==> src/cpu_oag_pkg.sv <==
// package: addressing modes, instruction lengths and opcode groups for the operand address generator
// assumes 8-bit opcodes whose upper nibble selects the addressing mode group
package cpu_oag_pkg;

	localparam int ADDR_W = 16;
	localparam int DATA_W = 8;

	// addressing modes
	typedef enum logic [3:0] {
		MODE_INH,
		MODE_IMM,
		MODE_DIR,
		MODE_BTB,
		MODE_EXT,
		MODE_IX,
		MODE_IX1,
		MODE_IX2,
		MODE_REL
	} mode_t;

	// instruction lengths in bytes
	localparam logic [1:0] LEN_ONE = 2'h1;
	localparam logic [1:0] LEN_TWO = 2'h2;
	localparam logic [1:0] LEN_THREE = 2'h3;

	// high byte forced onto page-zero addresses
	localparam logic [7:0] PAGE_ZERO_HI = 8'h00;
	localparam logic [15:0] PC_STEP = 16'h0001;
	localparam logic [15:0] PC_RESET = 16'h0000;

	// opcode groups, selected by the upper nibble
	localparam logic [3:0] GRP_BIT_BRANCH = 4'h0;
	localparam logic [3:0] GRP_BIT_MANIP = 4'h1;
	localparam logic [3:0] GRP_BRANCH = 4'h2;
	localparam logic [3:0] GRP_DIR_RMW = 4'h3;
	localparam logic [3:0] GRP_INH_A = 4'h4;
	localparam logic [3:0] GRP_INH_X = 4'h5;
	localparam logic [3:0] GRP_IX1_RMW = 4'h6;
	localparam logic [3:0] GRP_IX_RMW = 4'h7;
	localparam logic [3:0] GRP_CTRL_0 = 4'h8;
	localparam logic [3:0] GRP_CTRL_1 = 4'h9;
	localparam logic [3:0] GRP_IMM = 4'hA;
	localparam logic [3:0] GRP_DIR = 4'hB;
	localparam logic [3:0] GRP_EXT = 4'hC;
	localparam logic [3:0] GRP_IX2 = 4'hD;
	localparam logic [3:0] GRP_IX1 = 4'hE;
	localparam logic [3:0] GRP_IX = 4'hF;

endpackage

==> src/decode_if.sv <==
// interface: opcode in, addressing mode and instruction length out
// assumes a purely combinational decoder on the far side
`timescale 1ns/1ps
interface decode_if;
	logic [7:0] opcode;
	cpu_oag_pkg::mode_t mode;
	logic [1:0] length;

	modport requester(output opcode, input mode, input length);
	modport decoder(input opcode, output mode, output length);
endinterface

==> src/mode_decoder.sv <==
// module: maps an opcode onto its addressing mode and byte length
// assumes the requester presents the opcode in the cycle it needs the answer
`timescale 1ns/1ps
module mode_decoder (
	decode_if.decoder dec
);

	always_comb begin
		dec.mode = cpu_oag_pkg::MODE_INH;
		dec.length = cpu_oag_pkg::LEN_ONE;
		unique case (dec.opcode[7:4])
			cpu_oag_pkg::GRP_BIT_BRANCH: begin
				dec.mode = cpu_oag_pkg::MODE_BTB;
				dec.length = cpu_oag_pkg::LEN_THREE;
			end
			cpu_oag_pkg::GRP_BIT_MANIP, cpu_oag_pkg::GRP_DIR_RMW, cpu_oag_pkg::GRP_DIR: begin
				dec.mode = cpu_oag_pkg::MODE_DIR;
				dec.length = cpu_oag_pkg::LEN_TWO;
			end
			cpu_oag_pkg::GRP_BRANCH: begin
				dec.mode = cpu_oag_pkg::MODE_REL;
				dec.length = cpu_oag_pkg::LEN_TWO;
			end
			cpu_oag_pkg::GRP_INH_A, cpu_oag_pkg::GRP_INH_X, cpu_oag_pkg::GRP_CTRL_0, cpu_oag_pkg::GRP_CTRL_1: begin
				dec.mode = cpu_oag_pkg::MODE_INH;
				dec.length = cpu_oag_pkg::LEN_ONE;
			end
			cpu_oag_pkg::GRP_IX1_RMW, cpu_oag_pkg::GRP_IX1: begin
				dec.mode = cpu_oag_pkg::MODE_IX1;
				dec.length = cpu_oag_pkg::LEN_TWO;
			end
			cpu_oag_pkg::GRP_IX_RMW, cpu_oag_pkg::GRP_IX: begin
				dec.mode = cpu_oag_pkg::MODE_IX;
				dec.length = cpu_oag_pkg::LEN_ONE;
			end
			cpu_oag_pkg::GRP_IMM: begin
				dec.mode = cpu_oag_pkg::MODE_IMM;
				dec.length = cpu_oag_pkg::LEN_TWO;
			end
			cpu_oag_pkg::GRP_EXT: begin
				dec.mode = cpu_oag_pkg::MODE_EXT;
				dec.length = cpu_oag_pkg::LEN_THREE;
			end
			cpu_oag_pkg::GRP_IX2: begin
				dec.mode = cpu_oag_pkg::MODE_IX2;
				dec.length = cpu_oag_pkg::LEN_THREE;
			end
		endcase
	end

endmodule

==> src/cpu_operand_address_generator.sv <==
// module: fetches an instruction's opcode and operand bytes and forms its effective address or branch target
// assumes memory answers each read with mem_rvalid_i, at the earliest in the cycle after mem_rd_o rises
`timescale 1ns/1ps
module cpu_operand_address_generator (
	input wire logic mclk_i,
	input wire logic rst_n_i,
	input wire logic start_i,
	input wire logic [15:0] pc_i,
	input wire logic [7:0] index_i,
	input wire logic cond_i,
	output logic busy_o,
	output logic mem_rd_o,
	output logic [15:0] mem_addr_o,
	input wire logic [7:0] mem_data_i,
	input wire logic mem_rvalid_i,
	output logic done_o,
	output cpu_oag_pkg::mode_t mode_o,
	output logic [1:0] length_o,
	output logic [7:0] opcode_o,
	output logic [7:0] operand_o,
	output logic operand_valid_o,
	output logic [15:0] ea_o,
	output logic ea_valid_o,
	output logic branch_taken_o,
	output logic [15:0] next_pc_o
);

	typedef enum logic [1:0] {
		ST_IDLE,
		ST_OPCODE,
		ST_BYTE1,
		ST_BYTE2
	} state_t;

	// ------------------------------------------------------------
	// opcode decode
	// ------------------------------------------------------------
	decode_if dec_bus ();

	mode_decoder u_decoder (
		.dec(dec_bus.decoder)
	);

	state_t state_ff, nxt_state;
	logic [15:0] pc_ff, nxt_pc;
	logic [7:0] opcode_ff, nxt_opcode;
	logic [7:0] b1_ff, nxt_b1;
	logic done_ff, nxt_done;
	cpu_oag_pkg::mode_t mode_ff, nxt_mode;
	logic [1:0] length_ff, nxt_length;
	logic [7:0] operand_ff, nxt_operand;
	logic operand_valid_ff, nxt_operand_valid;
	logic [15:0] ea_ff, nxt_ea;
	logic ea_valid_ff, nxt_ea_valid;
	logic taken_ff, nxt_taken;
	logic [15:0] next_pc_ff, nxt_next_pc;

	// opcode is decoded straight off the bus in its fetch cycle, so one-byte modes finish at once
	assign dec_bus.opcode = (state_ff == ST_OPCODE) ? mem_data_i : opcode_ff;

	// ------------------------------------------------------------
	// fetch sequencer and address arithmetic
	// ------------------------------------------------------------
	always_comb begin
		logic finish;
		logic [7:0] byte1;
		logic [7:0] byte2;
		logic [15:0] seq_pc;
		logic [15:0] disp;
		logic [8:0] sum9;
		finish = 1'b0;
		byte1 = (state_ff == ST_BYTE1) ? mem_data_i : b1_ff;
		byte2 = mem_data_i;
		seq_pc = pc_ff + cpu_oag_pkg::PC_STEP;
		disp = 16'h0000;
		sum9 = {1'b0, index_i} + {1'b0, byte1};
		nxt_state = state_ff;
		nxt_pc = pc_ff;
		nxt_opcode = opcode_ff;
		nxt_b1 = b1_ff;
		nxt_done = 1'b0;
		nxt_mode = mode_ff;
		nxt_length = length_ff;
		nxt_operand = operand_ff;
		nxt_operand_valid = operand_valid_ff;
		nxt_ea = ea_ff;
		nxt_ea_valid = ea_valid_ff;
		nxt_taken = taken_ff;
		nxt_next_pc = next_pc_ff;
		unique case (state_ff)
			ST_IDLE: begin
				if (start_i) begin
					nxt_pc = pc_i;
					nxt_state = ST_OPCODE;
				end
			end
			ST_OPCODE: begin
				if (mem_rvalid_i) begin
					nxt_opcode = mem_data_i;
					nxt_pc = seq_pc;
					if (dec_bus.length == cpu_oag_pkg::LEN_ONE) begin
						finish = 1'b1;
					end else begin
						nxt_state = ST_BYTE1;
					end
				end
			end
			ST_BYTE1: begin
				if (mem_rvalid_i) begin
					nxt_b1 = mem_data_i;
					nxt_pc = seq_pc;
					if (dec_bus.length == cpu_oag_pkg::LEN_TWO) begin
						finish = 1'b1;
					end else begin
						nxt_state = ST_BYTE2;
					end
				end
			end
			ST_BYTE2: begin
				if (mem_rvalid_i) begin
					nxt_pc = seq_pc;
					finish = 1'b1;
				end
			end
		endcase
		if (finish) begin
			nxt_state = ST_IDLE;
			nxt_done = 1'b1;
			nxt_mode = dec_bus.mode;
			nxt_length = dec_bus.length;
			nxt_operand = 8'h00;
			nxt_operand_valid = 1'b0;
			nxt_ea = 16'h0000;
			nxt_ea_valid = 1'b0;
			nxt_taken = 1'b0;
			// seq_pc already points past the last byte fetched
			nxt_next_pc = seq_pc;
			unique case (dec_bus.mode)
				cpu_oag_pkg::MODE_INH: begin
					nxt_ea_valid = 1'b0;
				end
				cpu_oag_pkg::MODE_IMM: begin
					nxt_operand = byte1;
					nxt_operand_valid = 1'b1;
				end
				cpu_oag_pkg::MODE_DIR: begin
					nxt_ea = {cpu_oag_pkg::PAGE_ZERO_HI, byte1};
					nxt_ea_valid = 1'b1;
				end
				cpu_oag_pkg::MODE_BTB: begin
					nxt_ea = {cpu_oag_pkg::PAGE_ZERO_HI, byte1};
					nxt_ea_valid = 1'b1;
					disp = {{8{byte2[7]}}, byte2};
					nxt_taken = cond_i;
					if (cond_i) begin
						nxt_next_pc = seq_pc + disp;
					end
				end
				cpu_oag_pkg::MODE_EXT: begin
					nxt_ea = {byte1, byte2};
					nxt_ea_valid = 1'b1;
				end
				cpu_oag_pkg::MODE_IX: begin
					nxt_ea = {cpu_oag_pkg::PAGE_ZERO_HI, index_i};
					nxt_ea_valid = 1'b1;
				end
				cpu_oag_pkg::MODE_IX1: begin
					// the ninth bit is kept, so the reach ends at 0x1FE, two short of page two
					nxt_ea = {7'h00, sum9};
					nxt_ea_valid = 1'b1;
				end
				cpu_oag_pkg::MODE_IX2: begin
					// wraps at the top of memory, no carry out
					nxt_ea = {byte1, byte2} + {cpu_oag_pkg::PAGE_ZERO_HI, index_i};
					nxt_ea_valid = 1'b1;
				end
				cpu_oag_pkg::MODE_REL: begin
					disp = {{8{byte1[7]}}, byte1};
					nxt_taken = cond_i;
					if (cond_i) begin
						nxt_next_pc = seq_pc + disp;
					end
				end
			endcase
		end
	end

	always_ff @(posedge mclk_i) begin
		if (!rst_n_i) begin
			state_ff <= ST_IDLE;
			pc_ff <= cpu_oag_pkg::PC_RESET;
			opcode_ff <= 8'h00;
			b1_ff <= 8'h00;
			done_ff <= 1'b0;
			mode_ff <= cpu_oag_pkg::MODE_INH;
			length_ff <= cpu_oag_pkg::LEN_ONE;
			operand_ff <= 8'h00;
			operand_valid_ff <= 1'b0;
			ea_ff <= 16'h0000;
			ea_valid_ff <= 1'b0;
			taken_ff <= 1'b0;
			next_pc_ff <= cpu_oag_pkg::PC_RESET;
		end else begin
			state_ff <= nxt_state;
			pc_ff <= nxt_pc;
			opcode_ff <= nxt_opcode;
			b1_ff <= nxt_b1;
			done_ff <= nxt_done;
			mode_ff <= nxt_mode;
			length_ff <= nxt_length;
			operand_ff <= nxt_operand;
			operand_valid_ff <= nxt_operand_valid;
			ea_ff <= nxt_ea;
			ea_valid_ff <= nxt_ea_valid;
			taken_ff <= nxt_taken;
			next_pc_ff <= nxt_next_pc;
		end
	end

	assign busy_o = (state_ff != ST_IDLE);
	assign mem_rd_o = (state_ff != ST_IDLE);
	assign mem_addr_o = pc_ff;
	assign done_o = done_ff;
	assign mode_o = mode_ff;
	assign length_o = length_ff;
	assign opcode_o = opcode_ff;
	assign operand_o = operand_ff;
	assign operand_valid_o = operand_valid_ff;
	assign ea_o = ea_ff;
	assign ea_valid_o = ea_valid_ff;
	assign branch_taken_o = taken_ff;
	assign next_pc_o = next_pc_ff;

	// ------------------------------------------------------------
	// checks
	// ------------------------------------------------------------
	logic [15:0] start_pc_ff;

	always_ff @(posedge mclk_i) begin
		if (!rst_n_i) begin
			start_pc_ff <= 16'h0000;
		end else if (start_i && state_ff == ST_IDLE) begin
			start_pc_ff <= pc_i;
		end
	end
endmodule

==> config.mk <==
export PLATFORM = sky130hd
export DESIGN_NAME = cpu_operand_address_generator
export DESIGN_NICKNAME = d
export VERILOG_FILES = /design/src/cpu_oag_pkg.sv /design/src/decode_if.sv /design/src/mode_decoder.sv /design/src/cpu_operand_address_generator.sv
export SDC_FILE = /design/constraint.sdc
export NUM_CORES = 1
export LEC_CHECK = 0
export ABC_AREA = 1
export BUFFER_PORTS_ARGS = -buffer_cell sky130_fd_sc_hd__buf_2
export CORE_AREA = 2 2 128 130
export DETAILED_ROUTE_END_ITERATION = 8
export DIE_AREA = 0 0 130 132
export GPL_TIMING_DRIVEN = 1
export MAX_ROUTING_LAYER = met4
export PLACE_DENSITY = 0.66
export SLEW_MARGIN = 20
export SYNTH_ARGS = -nofsm -noshare
export SYNTH_HDL_FRONTEND = slang
export SYNTH_SLANG_ARGS = --single-unit
==> constraint.sdc <==
create_clock -name mclk_i -period 3.64 [get_ports mclk_i]
set_clock_uncertainty 0.2 [all_clocks]
set_input_delay 0.364 -clock mclk_i [delete_from_list [all_inputs] [get_ports mclk_i]]
set_output_delay 0.364 -clock mclk_i [all_outputs]
set_load 0.05 [all_outputs]
==> results of run 1 <==
-- layer usage --
| metal | wire length [um] | vias up | track usage (%) |
|---|---|---|---|
| met5 | 0 | - | - |
| li1 | - | 4463 | - |
| met3 | 1870 | 28 | 3.90 |
| met2 | 9700 | 302 | 40.2 |
| met1 | 12100 | 3813 | 43.7 |
| met4 | 418 | 0 | 8.36 |
-- kinds of logic (layout without fill, tap and decap cells) --
group                      after synthesis  after routing  share of synthesized area (%)
AOI/OAI and AO/OA                      164            164                           11.6
xor gates and xnor gates                20             20                           2.25
adders and majority gates               69             69                           11.5
buffers and inverters                  182            299                           9.49
DFF                                     84             84                           21.6
other                                    0              1                              0
and+or+nand+nor                        779            779                           43.5
-- power groups by stage --
stage	Clock, mW	Sequential (mW)	Combinational, mW
6_report	0.946	1.21	4.95
5_1_grt	1.00	1.23	5.48
3_3_place_gp	0	1.22	4.81
4_1_cts	0.963	1.20	4.84
2_1_floorplan	0	1.59	3.22
3_5_place_dp	0	1.22	4.82
-- stage by stage --
stage / util (%) / hold slack [ns]
global placement: 54.8 / 0.242
global route: 57.0 / 0.0837
detailed placement: 54.8 / 0.248
floorplan: - / 0.231
CTS: 56.7 / 0.0593
finish: 57.0 / 0.0632
-- Yosys cell counts (10+ instances only) --
library cell	instances	area, um^2
nand4_1	13	81.3
o21ai_0	38	190
nand2_1	425	1600
nor2_1	114	428
dfxtp_1	84	1680
ha_1	65	813
a21oi_1	79	395
o21ai_1	16	80.1
clkbuf_1	17	63.8
xor2_1	10	87.6
or2_2	10	62.6
nand3_1	177	886
inv_1	136	510
xnor2_1	10	87.6
-- sequential cells by signal (all words and copies together), names as in the netlist, 2 cells and up --
register    flops
b1_ff           8
ea_o           16
length_o        2
mem_addr_o     16
mode_o          4
next_pc_o      16
opcode_o        8
operand_o       8
state_ff        2
-- worst register-to-register path, delay by kind of cell (launching register included) --
kind / cells / cell delay, ns
simple gates: 18 / 1.67
fa+ha+maj: 2 / 0.56
flops: 1 / 0.44
xor+xnor: 1 / 0.29
buf+inv: 1 / 0.05
-- worst max-delay path by stage --
| stage | startpoint | slack [ns] | cells after the start | to |
|---|---|---|---|---|
| 6_report | mem_addr_o[0]$_SDFFE_PN0P_ | 0.30 | 22 | next_pc_o[15]$_SDFFE_PN0P_ |
| 5_1_grt | mem_addr_o[0]$_SDFFE_PN0P_ | -0.01 | 22 | next_pc_o[11]$_SDFFE_PN0P_ |
| 3_5_place_dp | state_ff[1]$_SDFFE_PP0P_ | 0.18 | 20 | next_pc_o[1]$_SDFFE_PN0P_ |
| 3_3_place_gp | state_ff[1]$_SDFFE_PP0P_ | 0.22 | 20 | next_pc_o[6]$_SDFFE_PN0P_ |
| 2_1_floorplan | mem_addr_o[0]$_SDFFE_PN0P_ | 0.32 | 18 | next_pc_o[15]$_SDFFE_PN0P_ |
| 4_1_cts | state_ff[1]$_SDFFE_PP0P_ | 0.15 | 20 | next_pc_o[1]$_SDFFE_PN0P_ |
-- timing repair --
item                                   CTS  global route
setup endpoints to repair                0            31
endpoints found under the hold margin    0             0
gates resized for setup                  0            11
-- layout make-up --
type | count | area share, %
multi-input cells | 1032 | 60.3
clock inverters | 7 | 0.852
clock buffers | 9 | 2.51
flip-flops and latches | 84 | 18.8
well taps | 216 | 3.02
inverters | 147 | 6.24
repair buffers | 136 | 8.31
diodes | 1 | 0.0279
==> qor.yml, run 1 <==
status:
  run_status: "completed"
finish:
  fillers: 1636
  postLayoutCellArea_um2: 8960
  regArea_um2: 1680
  final_common_cell: "nand2_1"
  multi_input_area_um2: 5400
  stdcell_count: 1632
  final_cell_mix: "nand2_1 (425), nand3_1 (177), inv_1 (136)"
  nNetsFinal: 1516
  drive_above_1_share_pct: 14.5
  syn_to_final_growth_pct: 15.2
worst_setup_path:
  criticalPathCategory: "reg2reg"
  cp_common_cell: "nand2_1"
  r2r_slack_ns: 0.30
  crit_fanout: 6
  worstPathRequired_ns: 3.69
  crit_path_start_kind: "flop"
  crit_chain: "ha_1, nand2_1, nor2_1, nand2_1, nor2_1, nand2_1, xor2_2, ha_1, nand2_1, inv_1, nand2_1, nand2_1, nand2_1, nand2_1, nor2_1, nand2_1, nand2_1, nand4_1, nand2_1, nand2_1, nand2_1, nand2_1"
  critPathSlowestCell: "dfxtp_1"
  r2r_cells: 22
  max_stage_delay_ns: 0.44
  worstReg2RegStart: "mem_addr_o[0]$_SDFFE_PN0P_"
  cp_num_buf_inv: 1
  worstPathArrival_ns: 3.39
  regToRegEndpoint: "next_pc_o[15]$_SDFFE_PN0P_"
  worst_setup_path_end_kind: "flop"
  crit_family: "simple AND/OR/NAND/NOR gates"
yosys:
  ys.warnings.count: 0
  async_reset_ff_share_pct: 0
  yosysSeqAreaShare_pct: 21.6
  synth-edff-count: 0
  synth_cell_types: 45
  postSynthAreaPerCell_um2: 5.99
  ys.flop_type: "dfxtp_1"
  syn_nets: 1404
  syn_area_um2: 7770
  syn_inst: 1298
  ys_seq_elements: 84
grt:
  grt_max_degree: 41
  gr-total-overflow: 0
  grt_pass1_wl_um: 38700
  antenna_found_initial: 1
  gr-usage-all-layers_pct: 29.1
  grt_pass1_vias: 7645
placement:
  dp.cells: 1615
  dpl.hpwl_um: 18800
  portBuffers: 112
  place_ws_ns: 0.175
  gp_congestion: 0.963
  place_area_um2: 8610
timing:
  hold_violations: 0
  drv_slew: 0
  setup_violations: 0
  finalWorstSetupSlack_ns: 0.301
  fmax_mhz: 299
  finalCritPeriodShare_pct: 91.7
  fin_crit_ns: 3.34
  tns_ns: 0
  slew_headroom_pct: 48.4
  tightest_slew_ns: 0.774
power:
  p_leak_nw: 4.78
  pwr-share-seq_pct: 17.0
  power_frac_comb_pct: 69.7
  peakVddDrop_mv: 0.574
  p_switching_mw: 4.08
  clkPwrFrac_pct: 13.3
  switching_share_pct: 57.4
  cellPowerDensity_nw_per_um2: 793
  power_mw: 7.10
  power.internal_mw: 3.02
clock_tree:
  cts_sinks: 84
  cts_made_buffers: 9
  hold_buffers: 0
  cts_tree: "yes"
  cts-root-buf: "clkbuf_16"
  insertion_delay_ns: 0.36
  clk_pin_slew_ns: 0.08
  cts_max_level: 3
  clockBufferDepth: 2
  cts_setup_buffers: 0
detailed_routing:
  ant_nets: 0
  vias: 8606
  post-route-drc-count: 0
  wl_per_cell_um: 14.7
  vias_per_cell: 5.27
  drtPass1Iterations: 5
  wirelength_um: 24100
  drtIter0Drc: 604
job:
  max-cap-violations: 0
floorplan:
  io_pins: 113
  die_area_um2: 17200
  coreArea_um2: 15700
  fp.dieW_um: 130
  start_util_pct: 49.5
  die_y_um: 132
  num_rows: 46
min_path:
  min_to: "mem_addr_o[1]$_SDFFE_PN0P_"
  min_from: "pc_i[1]"
  whs_path_depth: 3
  hp-class: "in2reg"
(Power assumes the default switching activity.)
==> run 2: changes to the inputs <==
RECOVER_POWER = 50   (was unset)
==> qor.yml, run 2 (synthesized netlist as in run 1, its figures left out) <==
clock_tree:
  cts_max_level: 3
  hold_buffers: 0
  cts-root-buf: "clkbuf_16"
  cts_tree: "yes"
  clk_pin_slew_ns: 0.08
  cts_sinks: 84
  cts_made_buffers: 9
  insertion_delay_ns: 0.36
  cts_setup_buffers: 0
  clockBufferDepth: 2
power:
  p_switching_mw: 4.10
  peakVddDrop_mv: 0.558
  p_leak_nw: 4.47
  switching_share_pct: 57.8
  power_frac_comb_pct: 69.6
  pwr-share-seq_pct: 17.1
  clkPwrFrac_pct: 13.4
  cellPowerDensity_nw_per_um2: 800
  power.internal_mw: 2.99
  power_mw: 7.09
finish:
  stdcell_count: 1632
  regArea_um2: 1680
  syn_to_final_growth_pct: 14.0
  postLayoutCellArea_um2: 8870
  utilization_pct: 56.4
  drive_above_1_share_pct: 9.26
  multi_input_area_um2: 5400
  final_common_cell: "nand2_1"
  nNetsFinal: 1516
  fillers: 1679
  final_cell_mix: "nand2_1 (425), nand3_1 (177), inv_1 (136)"
grt:
  gr-usage-all-layers_pct: 29.1
  grt_pass1_wl_um: 38700
  antenna_found_initial: 1
  grt_pass1_vias: 7645
  gr-total-overflow: 0
  grt_max_degree: 41
timing:
  tns_ns: 0
  setup_violations: 0
  finalWorstSetupSlack_ns: 0.303
  fmax_mhz: 300
  slew_headroom_pct: 49.6
  tightest_slew_ns: 0.756
  fin_crit_ns: 3.34
  fin_hold_ws_ns: 0.0662
  hold_violations: 0
  drv_slew: 0
  finalCritPeriodShare_pct: 91.7
floorplan:
  die_y_um: 132
  coreArea_um2: 15700
  fp.dieW_um: 130
  start_util_pct: 49.5
  die_area_um2: 17200
  num_rows: 46
  io_pins: 113
detailed_routing:
  drtPass1Iterations: 5
  vias: 8597
  ant_nets: 0
  wl_per_cell_um: 14.9
  vias_per_cell: 5.27
  post-route-drc-count: 0
  drtIter0Drc: 685
  wirelength_um: 24300
worst_setup_path:
  regToRegEndpoint: "next_pc_o[15]$_SDFFE_PN0P_"
  crit_chain: "ha_1, nand2_1, nor2_1, nand2_1, nor2_1, nand2_1, xor2_2, ha_1, nand2_1, inv_1, nand2_1, nand2_1, nand2_1, nand2_1, nor2_1, nand2_1, nand2_1, nand4_1, nand2_1, nand2_1, nand2_1, nand2_1"
  worst_setup_path_end_kind: "flop"
  worstPathRequired_ns: 3.69
  crit_fanout: 6
  worstPathArrival_ns: 3.39
  critPathSlowestCell: "dfxtp_1"
  crit_path_end: "next_pc_o[15]$_SDFFE_PN0P_"
  startpoint: "mem_addr_o[0]$_SDFFE_PN0P_"
  r2r_cells: 22
  max_stage_delay_ns: 0.45
  crit_path_start_kind: "flop"
  cp_common_cell: "nand2_1"
  r2r_slack_ns: 0.30
  criticalPathCategory: "reg2reg"
  worstReg2RegStart: "mem_addr_o[0]$_SDFFE_PN0P_"
placement:
  place_ws_ns: 0.175
  place_area_um2: 8610
  dp.cells: 1615
  portBuffers: 112
  dpl.hpwl_um: 18800
  gp_congestion: 0.963
status:
  run_status: "completed"
job:
  max-cap-violations: 0
min_path:
  hp-class: "in2reg"
-- run 2: power by group through the flow --
stage                     sequential, mW  combinational [mW]  clock, mW
after detailed placement            1.22                4.82          0
final                               1.21                4.93      0.948
after global placement              1.22                4.81          0
after global routing                1.24                5.45       1.00
after CTS                           1.20                4.84      0.963
after floorplan                     1.59                3.22          0
-- run 2: worst min path at each step --
| stage | end | from | cells past startpoint |
|---|---|---|---|
| 2_1_floorplan | b1_ff[1]$_SDFFE_PN0P_ | b1_ff[1]$_SDFFE_PN0P_ | 2 |
| 3_3_place_gp | b1_ff[1]$_SDFFE_PN0P_ | b1_ff[1]$_SDFFE_PN0P_ | 2 |
| 3_5_place_dp | b1_ff[1]$_SDFFE_PN0P_ | b1_ff[1]$_SDFFE_PN0P_ | 2 |
| 4_1_cts | mem_addr_o[1]$_SDFFE_PN0P_ | pc_i[1] | 3 |
| 5_1_grt | mem_addr_o[1]$_SDFFE_PN0P_ | pc_i[1] | 3 |
| 6_report | mem_addr_o[1]$_SDFFE_PN0P_ | pc_i[1] | 3 |
-- run 2: timing repair --
action / CTS / global route
hold endpoints to repair: 0 / 0
resized for setup: 0 / 11
setup endpoints to repair: 0 / 31
-- run 2: worst max-delay path, delay by kind of cell, from the launching register on --
| family | cells | cell delay (ns) |
|---|---|---|
| AND/OR/NAND/NOR | 18 | 1.65 |
| adder cells (fa/ha/maj) | 2 | 0.56 |
| flip-flops | 1 | 0.45 |
| XOR/XNOR | 1 | 0.29 |
| buffers and inverters | 1 | 0.05 |
-- run 2: area by class of cell --
| cell class | instances | share of cell area (%) |
|---|---|---|
| clock inverters | 7 | 0.861 |
| diodes | 1 | 0.0282 |
| multi-input cells | 1032 | 60.9 |
| flip-flops and latches | 84 | 19.0 |
| repair buffers | 136 | 7.35 |
| clock buffers | 9 | 2.54 |
| well taps | 216 | 3.05 |
| inverters | 147 | 6.31 |
-- run 2: metal layers --
layer	vias up	share of wire, %	wire, um	GRT usage (%)
li1	4458	-	-	-
met1	3816	50	12200	43.7
met2	296	40	9770	40.2
met3	27	7.7	1860	3.90
met4	0	1.7	411	8.36
met5	-	0	0	-
